### config.mk
export PLATFORM = sky130hd
export DESIGN_NAME = vetc_timing
export DESIGN_NICKNAME = d
export VERILOG_FILES = /design/src/inc/vetc_pkg.sv /design/src/design/vetc_sync2.sv /design/src/design/vetc_timing.sv
export SDC_FILE = /design/constraint.sdc
export NUM_CORES = 1
export LEC_CHECK = 0
export BUFFER_PORTS_ARGS = -buffer_cell sky130_fd_sc_hd__buf_2
export CORE_MARGIN = 4
export CORE_UTILIZATION = 30
export CTS_BUF_LIST = sky130_fd_sc_hd__clkbuf_2
export DETAILED_ROUTE_END_ITERATION = 8
export GPL_TIMING_DRIVEN = 0
export PLACE_DENSITY = 0.43
export SLEW_MARGIN = 20
export SYNTH_ARGS = -nofsm -noshare
export SYNTH_HDL_FRONTEND = slang
export SYNTH_HIERARCHICAL = 1
export SYNTH_SLANG_ARGS = --single-unit
### constraint.sdc
create_clock -name core_clk_i -period 2.7 [get_ports core_clk_i]
set_clock_uncertainty 0.1 [all_clocks]
set_input_delay 0.54 -clock core_clk_i [delete_from_list [all_inputs] [get_ports core_clk_i]]
set_output_delay 0.54 -clock core_clk_i [all_outputs]
set_load 0.05 [all_outputs]
### src/inc/vetc_pkg.sv
// Package of constants for the video encoder timing control block
package vetc_pkg;
  // Reference clock rate assumed for cycle counts (200 MHz, 5 ns)
  localparam int CLK_PERIOD_PS = 5000;
  // Printed times in nanoseconds
  localparam int NTSC_SYNC_MIN_NS = 2800;
  localparam int NTSC_SYNC_MAX_NS = 5300;
  localparam int PAL_SYNC_MIN_NS  = 3300;
  localparam int PAL_SYNC_MAX_NS  = 5400;
  localparam int OFFS_START_NS    = 8400;
  localparam int OFFS_WIDTH_NS    = 1000;
  localparam int BURST_START_NS   = 5700;
  localparam int NTSC_BURST_W_NS  = 2500;
  localparam int PAL_BURST_W_NS   = 2300;
  localparam int CHECK_WIDTH_NS   = 18000;
  // Derived cycle counts: minima round up, maxima round down
  localparam int CW = 13;
  localparam logic [CW-1:0] NTSC_SYNC_MIN = CW'((NTSC_SYNC_MIN_NS * 1000 + CLK_PERIOD_PS - 1) / CLK_PERIOD_PS);
  localparam logic [CW-1:0] NTSC_SYNC_MAX = CW'((NTSC_SYNC_MAX_NS * 1000) / CLK_PERIOD_PS);
  localparam logic [CW-1:0] PAL_SYNC_MIN  = CW'((PAL_SYNC_MIN_NS * 1000 + CLK_PERIOD_PS - 1) / CLK_PERIOD_PS);
  localparam logic [CW-1:0] PAL_SYNC_MAX  = CW'((PAL_SYNC_MAX_NS * 1000) / CLK_PERIOD_PS);
  localparam logic [CW-1:0] OFFS_START    = CW'((OFFS_START_NS * 1000 + CLK_PERIOD_PS - 1) / CLK_PERIOD_PS);
  localparam logic [CW-1:0] OFFS_END      = CW'(((OFFS_START_NS + OFFS_WIDTH_NS) * 1000) / CLK_PERIOD_PS);
  localparam logic [CW-1:0] BURST_START   = CW'((BURST_START_NS * 1000 + CLK_PERIOD_PS - 1) / CLK_PERIOD_PS);
  localparam logic [CW-1:0] NTSC_BURST_END = CW'(((BURST_START_NS + NTSC_BURST_W_NS) * 1000) / CLK_PERIOD_PS);
  localparam logic [CW-1:0] PAL_BURST_END  = CW'(((BURST_START_NS + PAL_BURST_W_NS) * 1000) / CLK_PERIOD_PS);
  localparam logic [CW-1:0] CHECK_END      = CW'((CHECK_WIDTH_NS * 1000) / CLK_PERIOD_PS);
  localparam logic [CW-1:0] CNT_SAT        = {CW{1'b1}};
  // Field counter
  localparam int FW = 6;
  localparam logic [FW-1:0] FIELD_LAST = 6'h3F;
  // Burst vector sign encodings (sign bit, enable bit)
  localparam logic [1:0] AX_ZERO = 2'h0;
  localparam logic [1:0] AX_POS  = 2'h1;
  localparam logic [1:0] AX_NEG  = 2'h3;
  // Load check state machine
  typedef enum logic [1:0] {LC_IDLE, LC_WAIT, LC_SAMPLE} vetc_lc_e;
endpackage : vetc_pkg

### src/design/vetc_sync2.sv
// Two-flop synchroniser, parameterised width
`timescale 1ns/1ps
module vetc_sync2 #(
  parameter int W = 1
) (
  input  wire logic         core_clk_i,
  input  wire logic         reset_i,
  input  wire logic [W-1:0] async_i,
  output logic      [W-1:0] sync_o
);
  logic [W-1:0] stage1;
  logic [W-1:0] next_stage1;
  logic [W-1:0] next_sync;

  // Next values: shift through two stages
  always_comb
  begin
    next_stage1 = async_i;
    next_sync   = stage1;
  end

  // Register both stages
  always_ff @(posedge core_clk_i)
  begin
    if (reset_i)
    begin
      stage1 <= '1;
      sync_o <= '1;
    end
    else
    begin
      stage1 <= next_stage1;
      sync_o <= next_sync;
    end
  end
endmodule // vetc_sync2

### src/design/vetc_timing.sv
// Timing control: subcarrier phases, burst, offset window, load checks
`timescale 1ns/1ps
module vetc_timing (
  input  wire logic       core_clk_i,
  input  wire logic       reset_i,
  input  wire logic       hsync_n_i,          // Pin: horizontal or composite sync
  input  wire logic       vsync_n_i,          // Pin: vertical sync, high for composite
  input  wire logic       pal_mode_i,         // Pin: 1 selects PAL
  input  wire logic       enable_i,           // Pin: enable, gates only the start of a load check
  input  wire logic       luma_load_ok_i,     // Comparator: load seen on luma
  input  wire logic       composite_load_ok_i,// Comparator: load seen on composite_out
  output logic            combined_sync_n_o,
  output logic            sub_sin_o,
  output logic            sub_cos_o,
  output logic            burst_gate_o,
  output logic [1:0]      burst_u_o,
  output logic [1:0]      burst_v_o,
  output logic            offset_cancel_o,
  output logic            load_check_o,
  output logic            luma_drive_on_o,
  output logic            chroma_drive_pin_o,
  output logic            composite_drive_on_o,
  output logic            luma_tv_presence_flag_o,
  output logic            composite_tv_presence_flag_o,
  output logic            tv_presence_flag_o
);
  import vetc_pkg::*;

  logic [5:0] pins_s;
  logic       y_load_s;
  logic       cv_load_s;
  logic       hs_s;
  logic       vs_s;
  logic       pal_s;
  logic       en_s;
  logic       sync_n;
  logic       sync_prev;
  logic       fall;
  logic       rise;
  logic [CW-1:0] cnt;
  logic [CW-1:0] next_cnt;
  logic [1:0] phase;
  logic [1:0] next_phase;
  logic       v_inv;
  logic       next_v_inv;
  logic       in_pulse;
  logic       next_in_pulse;
  logic       width_ok;
  logic       next_width_ok;
  logic       line_ok;
  logic       next_line_ok;
  logic       vert_seen;
  logic       next_vert_seen;
  logic       combined_sync_q;
  logic       next_combined_sync;
  logic       sin_q;
  logic       cos_q;
  logic       next_sin;
  logic       next_cos;
  logic       gate_q;
  logic       next_gate;
  logic [1:0] bu_q;
  logic [1:0] bv_q;
  logic [1:0] next_bu;
  logic [1:0] next_bv;
  logic       offs_q;
  logic       next_offs;
  logic [CW-1:0] smin;
  logic [CW-1:0] smax;
  logic [CW-1:0] bend;
  logic [FW-1:0] field;
  logic [FW-1:0] next_field;
  vetc_lc_e   lc;
  vetc_lc_e   next_lc;
  logic [CW-1:0] lc_cnt;
  logic [CW-1:0] next_lc_cnt;
  logic       y_on;
  logic       cv_on;
  logic       next_y_on;
  logic       next_cv_on;
  logic       chk_q;
  logic       next_chk;
  logic       tv_q;
  logic       next_tv;

  // Pin and comparator inputs through two flops
  vetc_sync2 #(.W(6)) u_sync (
    .core_clk_i (core_clk_i),
    .reset_i    (reset_i),
    .async_i    ({luma_load_ok_i, composite_load_ok_i, hsync_n_i, vsync_n_i, pal_mode_i, enable_i}),
    .sync_o     (pins_s)
  );
  assign hs_s  = pins_s[3];
  assign vs_s  = pins_s[2];
  assign pal_s = pins_s[1];
  assign en_s  = pins_s[0];
  assign y_load_s  = pins_s[5];
  assign cv_load_s = pins_s[4];

  // Combine syncs, find edges
  assign sync_n = ~(hs_s ^ vs_s);
  assign fall   = sync_prev & ~sync_n;
  assign rise   = ~sync_prev & sync_n;
  // Mode constants selected by standard input
  assign smin = pal_s ? PAL_SYNC_MIN : NTSC_SYNC_MIN;
  assign smax = pal_s ? PAL_SYNC_MAX : NTSC_SYNC_MAX;
  assign bend = pal_s ? PAL_BURST_END : NTSC_BURST_END;

  // Line timing next values
  always_comb
  begin
    next_phase     = phase + 2'h1;
    next_cnt       = (cnt == CNT_SAT) ? cnt : cnt + 1'b1;
    next_v_inv     = v_inv;
    next_in_pulse  = in_pulse;
    next_width_ok  = width_ok;
    next_line_ok   = line_ok;
    next_vert_seen = 1'b0;
    if (fall)
    begin
      next_cnt      = '0;
      next_in_pulse = 1'b1;
      next_line_ok  = 1'b0;
      if (pal_s)
        next_v_inv = ~v_inv;
    end
    else if (rise && in_pulse)
    begin
      next_in_pulse  = 1'b0;
      // Pulse lasted cnt + 1 cycles when its rise is seen
      next_width_ok  = (cnt >= smin - 1'b1) && (cnt < smax);
      next_line_ok   = next_width_ok;
      next_vert_seen = ~next_width_ok;
    end
    // Outputs of line timing
    next_combined_sync = sync_n;
    next_sin   = phase[1];
    next_cos   = phase[1] ^ phase[0] ^ v_inv;
    next_gate  = line_ok && !in_pulse && (cnt >= BURST_START) && (cnt < bend);
    next_bu    = next_gate ? AX_NEG : AX_ZERO;
    if (next_gate && pal_s)
      next_bv = v_inv ? AX_NEG : AX_POS;
    else
      next_bv = AX_ZERO;
    next_offs  = (cnt >= OFFS_START) && (cnt < OFFS_END);
  end

  // Line timing registers
  always_ff @(posedge core_clk_i)
  begin
    if (reset_i)
    begin
      sync_prev <= 1'b1;
      cnt       <= CNT_SAT;
      phase     <= 2'h0;
      v_inv     <= 1'b0;
      in_pulse  <= 1'b0;
      width_ok  <= 1'b0;
      line_ok   <= 1'b0;
      vert_seen <= 1'b0;
      combined_sync_q   <= 1'b1;
      sin_q     <= 1'b0;
      cos_q     <= 1'b0;
      gate_q    <= 1'b0;
      bu_q      <= AX_ZERO;
      bv_q      <= AX_ZERO;
      offs_q    <= 1'b0;
    end
    else
    begin
      sync_prev <= sync_n;
      cnt       <= next_cnt;
      phase     <= next_phase;
      v_inv     <= next_v_inv;
      in_pulse  <= next_in_pulse;
      width_ok  <= next_width_ok;
      line_ok   <= next_line_ok;
      vert_seen <= next_vert_seen;
      combined_sync_q   <= next_combined_sync;
      sin_q     <= next_sin;
      cos_q     <= next_cos;
      gate_q    <= next_gate;
      bu_q      <= next_bu;
      bv_q      <= next_bv;
      offs_q    <= next_offs;
    end
  end

  // Load check next values; first vertical interval of a field starts count
  always_comb
  begin
    next_field  = field;
    next_lc     = lc;
    next_lc_cnt = lc_cnt;
    next_y_on   = y_on;
    next_cv_on  = cv_on;
    next_chk    = 1'b0;
    case (lc)
      LC_IDLE:
      begin
        if (vert_seen)
        begin
          next_lc = LC_WAIT;
          next_field = field + 1'b1;
          if (field == FIELD_LAST && en_s)
          begin
            next_lc     = LC_SAMPLE;
            next_lc_cnt = '0;
          end
        end
      end
      LC_WAIT:
      begin
        // Remaining half-line pulses of the same field are ignored
        if (line_ok)
          next_lc = LC_IDLE;  // Full-width line seen
      end
      LC_SAMPLE:
      begin
        next_chk    = 1'b1;
        next_lc_cnt = lc_cnt + 1'b1;
        if (lc_cnt == CHECK_END)
        begin
          next_lc    = LC_WAIT;
          next_chk   = 1'b0;
          next_y_on  = y_load_s;
          next_cv_on = cv_load_s;
        end
      end
      default:
        next_lc = LC_IDLE;
    endcase
    next_tv = next_y_on | next_cv_on;
  end

  // Load check registers
  always_ff @(posedge core_clk_i)
  begin
    if (reset_i)
    begin
      field  <= '0;
      lc     <= LC_IDLE;
      lc_cnt <= '0;
      y_on   <= 1'b0;
      cv_on  <= 1'b0;
      chk_q  <= 1'b0;
      tv_q   <= 1'b0;
    end
    else
    begin
      field  <= next_field;
      lc     <= next_lc;
      lc_cnt <= next_lc_cnt;
      y_on   <= next_y_on;
      cv_on  <= next_cv_on;
      chk_q  <= next_chk;
      tv_q   <= next_tv;
    end
  end

  // Outputs straight from flops
  assign combined_sync_n_o            = combined_sync_q;
  assign sub_sin_o                    = sin_q;
  assign sub_cos_o                    = cos_q;
  assign burst_gate_o                 = gate_q;
  assign burst_u_o                    = bu_q;
  assign burst_v_o                    = bv_q;
  assign offset_cancel_o              = offs_q;
  assign load_check_o                 = chk_q;
  assign luma_drive_on_o              = y_on;
  assign chroma_drive_pin_o           = y_on;
  assign composite_drive_on_o         = cv_on;
  assign luma_tv_presence_flag_o      = y_on;
  assign composite_tv_presence_flag_o = cv_on;
  assign tv_presence_flag_o           = tv_q;
endmodule // vetc_timing

### Word level (Yosys, flattened, before mapping)

Index checks and enable logic that the tools add are counted.

| cells by class | value |
|---|---|
| $add $sub $neg | 5 |
| order comparisons | 6 |
| equal/unequal tests | 10 |
| mux-type cells | 22 |
| bitwise operators | 13 |
| reduce and logical (&&, ||, !) cells | 20 |

Operators by type and width:

| cell | number |
|---|---|
| two-way mux 13 bit | 4 |
| adder 13 x 1 -> 13 bit (second input constant) | 2 |
| >= comparator 13 x 11 -> 1 bit (second input constant) | 2 |
| less-than comparator 13 x 11 -> 1 bit | 2 |
| case mux 13 bit (2 select lines) | 1 |
| == test 13 x 12 -> 1 bit (second input constant) | 1 |
| == test 13 bit (second input constant) | 1 |
| >= comparator 13 bit | 1 |
| less-than comparator 13 x 11 -> 1 bit (second input constant) | 1 |
| two-way mux 2 bit | 6 |
| subtractor 10 x 1 -> 11 bit (second input constant) | 1 |
| != test 2 bit (second input constant) | 5 |
| logical AND 1 bit | 8 |
| two-way mux 8 bit | 1 |
| two-way mux 1 bit | 7 |
| inverter 1 bit | 7 |
| adder 6 x 1 -> 6 bit (second input constant) | 1 |
| == test 6 bit (second input constant) | 1 |
| two-way mux 6 bit | 1 |
| case mux 2 bit (3 select lines) | 1 |
| AND reduction 3 bit | 2 |
| OR reduction 2 bit | 3 |
| two-way mux 5 bit | 1 |
| AND reduction 2 bit | 2 |
| 10 further kinds | 14 |

| storage, ports and cells | value |
|---|---|
| bits in registers | 65 |
| input port bits | 8 |
| output and inout port bits | 16 |
| logic and storage cells | 98 |

### Longest topological paths before layout

| depth | value |
|---|---|
| depth after elaboration | 7 |
| mapped depth | 7 |
| mapped depth without buffers | 7 |

### Hierarchy

The synthesis kept the hierarchy.

By module, submodules not included:

| module | instances | cells each | area an instance (sq um) | sequential area each (sq um) |
|---|---|---|---|---|
| vetc_timing | 1 | 290 | 2532.4 | 1021.0 |
| vetc_sync2 | 1 | 25 | 320.3 | 240.2 |

### Worst setup path after synthesis

OpenSTA, ideal clock, no wires.

| path | value |
|---|---|
| kind | reg-to-reg |
| from | register cnt[0] |
| to | register cnt[3] |
| library setup time | 114 ps |
| arrival time | 1660 ps |
| setup slack | 827 ps |
| cell stages (with the launch flop) | 8 |
| clock period less this slack | 1873 ps |
| cell sequence | dfxtp_1 -> ha_1 -> nand3_1 -> or4_4 -> buf_6 -> nand4_2 -> xnor2_1 -> a21o_1 |

| on the way | value |
|---|---|
| longest elaborated chain between the ends | 3 |

Ends and longest elaborated chain:

| item | line | text |
|---|---|---|
| start: declaration | vetc_timing.sv:40 | `logic [CW-1:0] cnt;` |
| start signal: assignment | vetc_timing.sv:172 | `cnt <= next_cnt;` |
| adder 13 x 1 -> 13 bit | vetc_timing.sv:113 | `next_cnt = (cnt == CNT_SAT) ? cnt : cnt + 1'b1;` |
| two-way mux 13 bit | vetc_timing.sv:113 |  |
| two-way mux 13 bit | vetc_timing.sv:119 | `if (fall)` |

Several ways; a longest one is shown, not always the timed one. The select of a mux whose other input is x is not followed.
A chain may end at the register's enable or synchronous reset.

### Final worst setup path

| path | value |
|---|---|
| from | register lc[0] |
| to | register lc_cnt[4] |

| on the way | value |
|---|---|
| longest elaborated chain between the ends | 3 |

Ends and longest elaborated chain:

| item | line | text |
|---|---|---|
| start: declaration | vetc_timing.sv:73 | `vetc_lc_e lc;` |
| start signal: assignment | vetc_timing.sv:252 | `lc <= next_lc;` |
| == test 2 bit / zero test 2 bit (equally long branches) | vetc_timing.sv:198 | `case (lc)` |
| nonzero test 2 bit (no source line) / != test 2 bit (equally long branches) | - |  |
| AND reduction 3 bit (no source line) | - |  |
| end signal: assignment | vetc_timing.sv:253 | `lc_cnt <= next_lc_cnt;` |
| end: declaration | vetc_timing.sv:75 | `logic [CW-1:0] lc_cnt;` |

Several ways; a longest one is shown, not always the timed one.

==> impl_results.md <==
- CP endpoint kind: flip-flop
- Iter 0 DRT Violations: 115
- Bufs on Longest Clock Path: 2
- Vias in the first global route: 2121
- Fin Setup TNS: 0 ps
- Crit path time final: 2150 ps
- Synth Instances: 315
- Worst endpoint required time: 2980 ps
- Peak VDD IR: 0.000208 V
- Hold crit path type: in -> reg
- Initial antenna violation count: 0
- Final Core Density: 35.3%
- Routed WL: 6.32 mm
- Crit Path Category: reg -> reg
- WL/cell: 13.1 µm
- Setup bufs post-CTS: 0
- Syn_nets: 335
- Root buf cell: clkbuf_2
- CTS buffer count: 9
- Post-route DRC violation count: 0
- GPL Wtd Cong: 0.818
- R2R setup slack: 550 ps
- Slew Viols, Final: 0
- I/O pin cnt: 24
- Final ANT Viol Nets: 0
- Crit Path Max Fanout: 7
- DP HPWL: 4.60 mm
- Setup violations, final: 0
- Most used DFF post-synth: dfxtp_1
- Leak: 0.00130 µW
- Internal Power: 1480 µW
- DIE AREA: 11100 µm²
- Drt first pass iters: 4
- Post-synth ARST share: 0%
- Post-CTS sizing: 0
- Share of cells above drive strength 1: 15.5%
- Overall routing resource usage: 11.7%
- EDFF count, synth: 0
- Syn-to-layout area delta: 14.4%
- Net Switching: 659 µW
- Largest net degree at the start of global routing: 12
- CORE AREA: 9240 µm²
- Final hold vios: 0
- Vias: 2304
- Final net count: 369
- Most frequent cells in the layout: dfxtp_1 (63), nor2_1 (33), buf_2 (25)
- Ys Warns: 6
- Die X: 106 µm
- Final period util: 79.6%
- Number of distinct library cells after synthesis: 52
- H-tree depth: 3
- CP Launch Type: flip-flop
- Initial Util: 30.9%
- Cts hold-fix bufs: 0
- Ant. Diodes: 0
- Tightest Pin Transition: 770 ps
- CTS tree: done
- DIE HEIGHT: 106 µm
- Via density: 4.77
- Num rows: 35
- Power Dens Cells: 655 nW/µm²
- First-pass GRT wire length: 10.4 mm
- Status: complete, no violations
- Global route total overflow: 0
- Arrival time worst endpoint: 2430 ps
- Commonest non-fill, non-tap cell in the layout: dfxtp_1
- Fmax achieved: 465 MHz
- Register area share after synthesis: 44.2%
- Sequential power share: 50.3%
- Clock power share: 30.6%
- I/O Buffers: 23
- Worst-path clk slew: 190 ps
- Area of the mapped netlist: 2850 µm²
- Max cap viols: 0
- Syn_area_per_cell: 9.06 µm²
- Clock latency on the worst-skew pair: 460 ps
- RSZ-0062 raised after global routing: false
- Comb pwr share: 19.1%
- Switching Share: 30.8%
- Synth Register Bits: 63
- Clock net sink count: 63
- Slew HR: 48.7%
==> metrics by stage <==
stage	hold WS, ps	area, µm²	std cells	power, µW	worst slack [ps]
global route	64.2	3260	483	2270	368
detailed placement	287	3130	467	1500	410
finish	131	3260	483	2140	552
global placement	287	3130	467	1500	409
CTS	67.0	3260	483	2170	518
floorplan	283	2850	315	1400	827
==> path summary, 6_finish.rpt <==
| path | start | end | cells past startpoint |
|---|---|---|---|
| worst max-delay path | lc[0]$_SDFFE_PP0P_ | lc_cnt[4]$_SDFFE_PP0P_ | 5 |
| worst min-delay path | hsync_n_i | u_sync/next_sync[3]$_SDFF_PP1_ | 2 |
| worst max register to register | lc[0]$_SDFFE_PP0P_ | lc_cnt[4]$_SDFFE_PP0P_ | 5 |
| worst min register to register | u_sync/next_sync[1]$_SDFF_PP1_ | u_sync/sync_o[1]$_SDFF_PP1_ | 1 |
==> cell type report <==
type | instances | area, µm²
tap | 129 | 161
sequential | 63 | 1260
clock inverter | 6 | 85.1
timing repair buffer | 23 | 115
clock buffer | 10 | 50.0
multi-input combinational | 228 | 1470
inverter | 10 | 37.5
fill | 988 | 5980
buffer | 14 | 82.6
==> power by group through the flow <==
stage                     logic (µW)  clock network (µW)  registers, µW
after floorplan                  313                   0           1090
after global placement           408                   0           1100
after detailed placement         409                   0           1090
after CTS                        412                 686           1070
after global routing             461                 722           1090
final                            408                 653           1080
==> state kept, by name (all words and copies together), names as in the netlist, 2 cells and up <==
| register | count |
|---|---|
| cnt | 13 |
| lc_cnt | 13 |
| field | 6 |
| u_sync/next_sync | 6 |
| u_sync/sync_o | 6 |
| burst_v_o | 2 |
| lc | 2 |
| phase | 2 |
==> cells by family after synthesis <==
family	Yosys count	synth area share (%)
adders and majority gates	12	5.26
DFF	63	44.2
xor gates and xnor gates	19	5.83
and+or+nand+nor	132	25.4
buffers and inverters	24	4.21
muxes	6	2.19
AOI/OAI and AO/OA	59	12.9
==> critical path: stages (launching register included) <==
cell	delay [ps]
dfxtp_1	390
nor3b_2	460
nand4_1	380
nand2_1	360
o32ai_1	120
mux2_2	270
==> layer usage <==
metal	global-route usage, %	share of wire (%)
met5	0	0
met4	4.90	1.4
met3	3.06	3.7
met2	17.2	43
met1	16.2	52
==> cell usage after synthesis (all sizes together) (5+ instances only) <==
| cell | instances | area, µm² |
|---|---|---|
| xnor2 | 13 | 114 |
| clkbuf | 6 | 23.8 |
| xor2 | 6 | 52.6 |
| inv | 10 | 37.5 |
| dfxtp | 63 | 1260 |
| nand3 | 15 | 80.1 |
| o21ai | 15 | 75.1 |
| nor3 | 12 | 65.1 |
| nor2b | 5 | 31.3 |
| or2 | 14 | 87.6 |
| ha | 12 | 150 |
| nand2 | 16 | 60.1 |
| nor2 | 33 | 124 |
| nor3b | 5 | 42.5 |
| a21o | 6 | 45.0 |
| nor4 | 6 | 37.5 |
| buf | 8 | 58.8 |
| a21oi | 17 | 85.1 |
| nand4 | 8 | 56.3 |
Note: power is estimated with default switching activity, not from simulation.
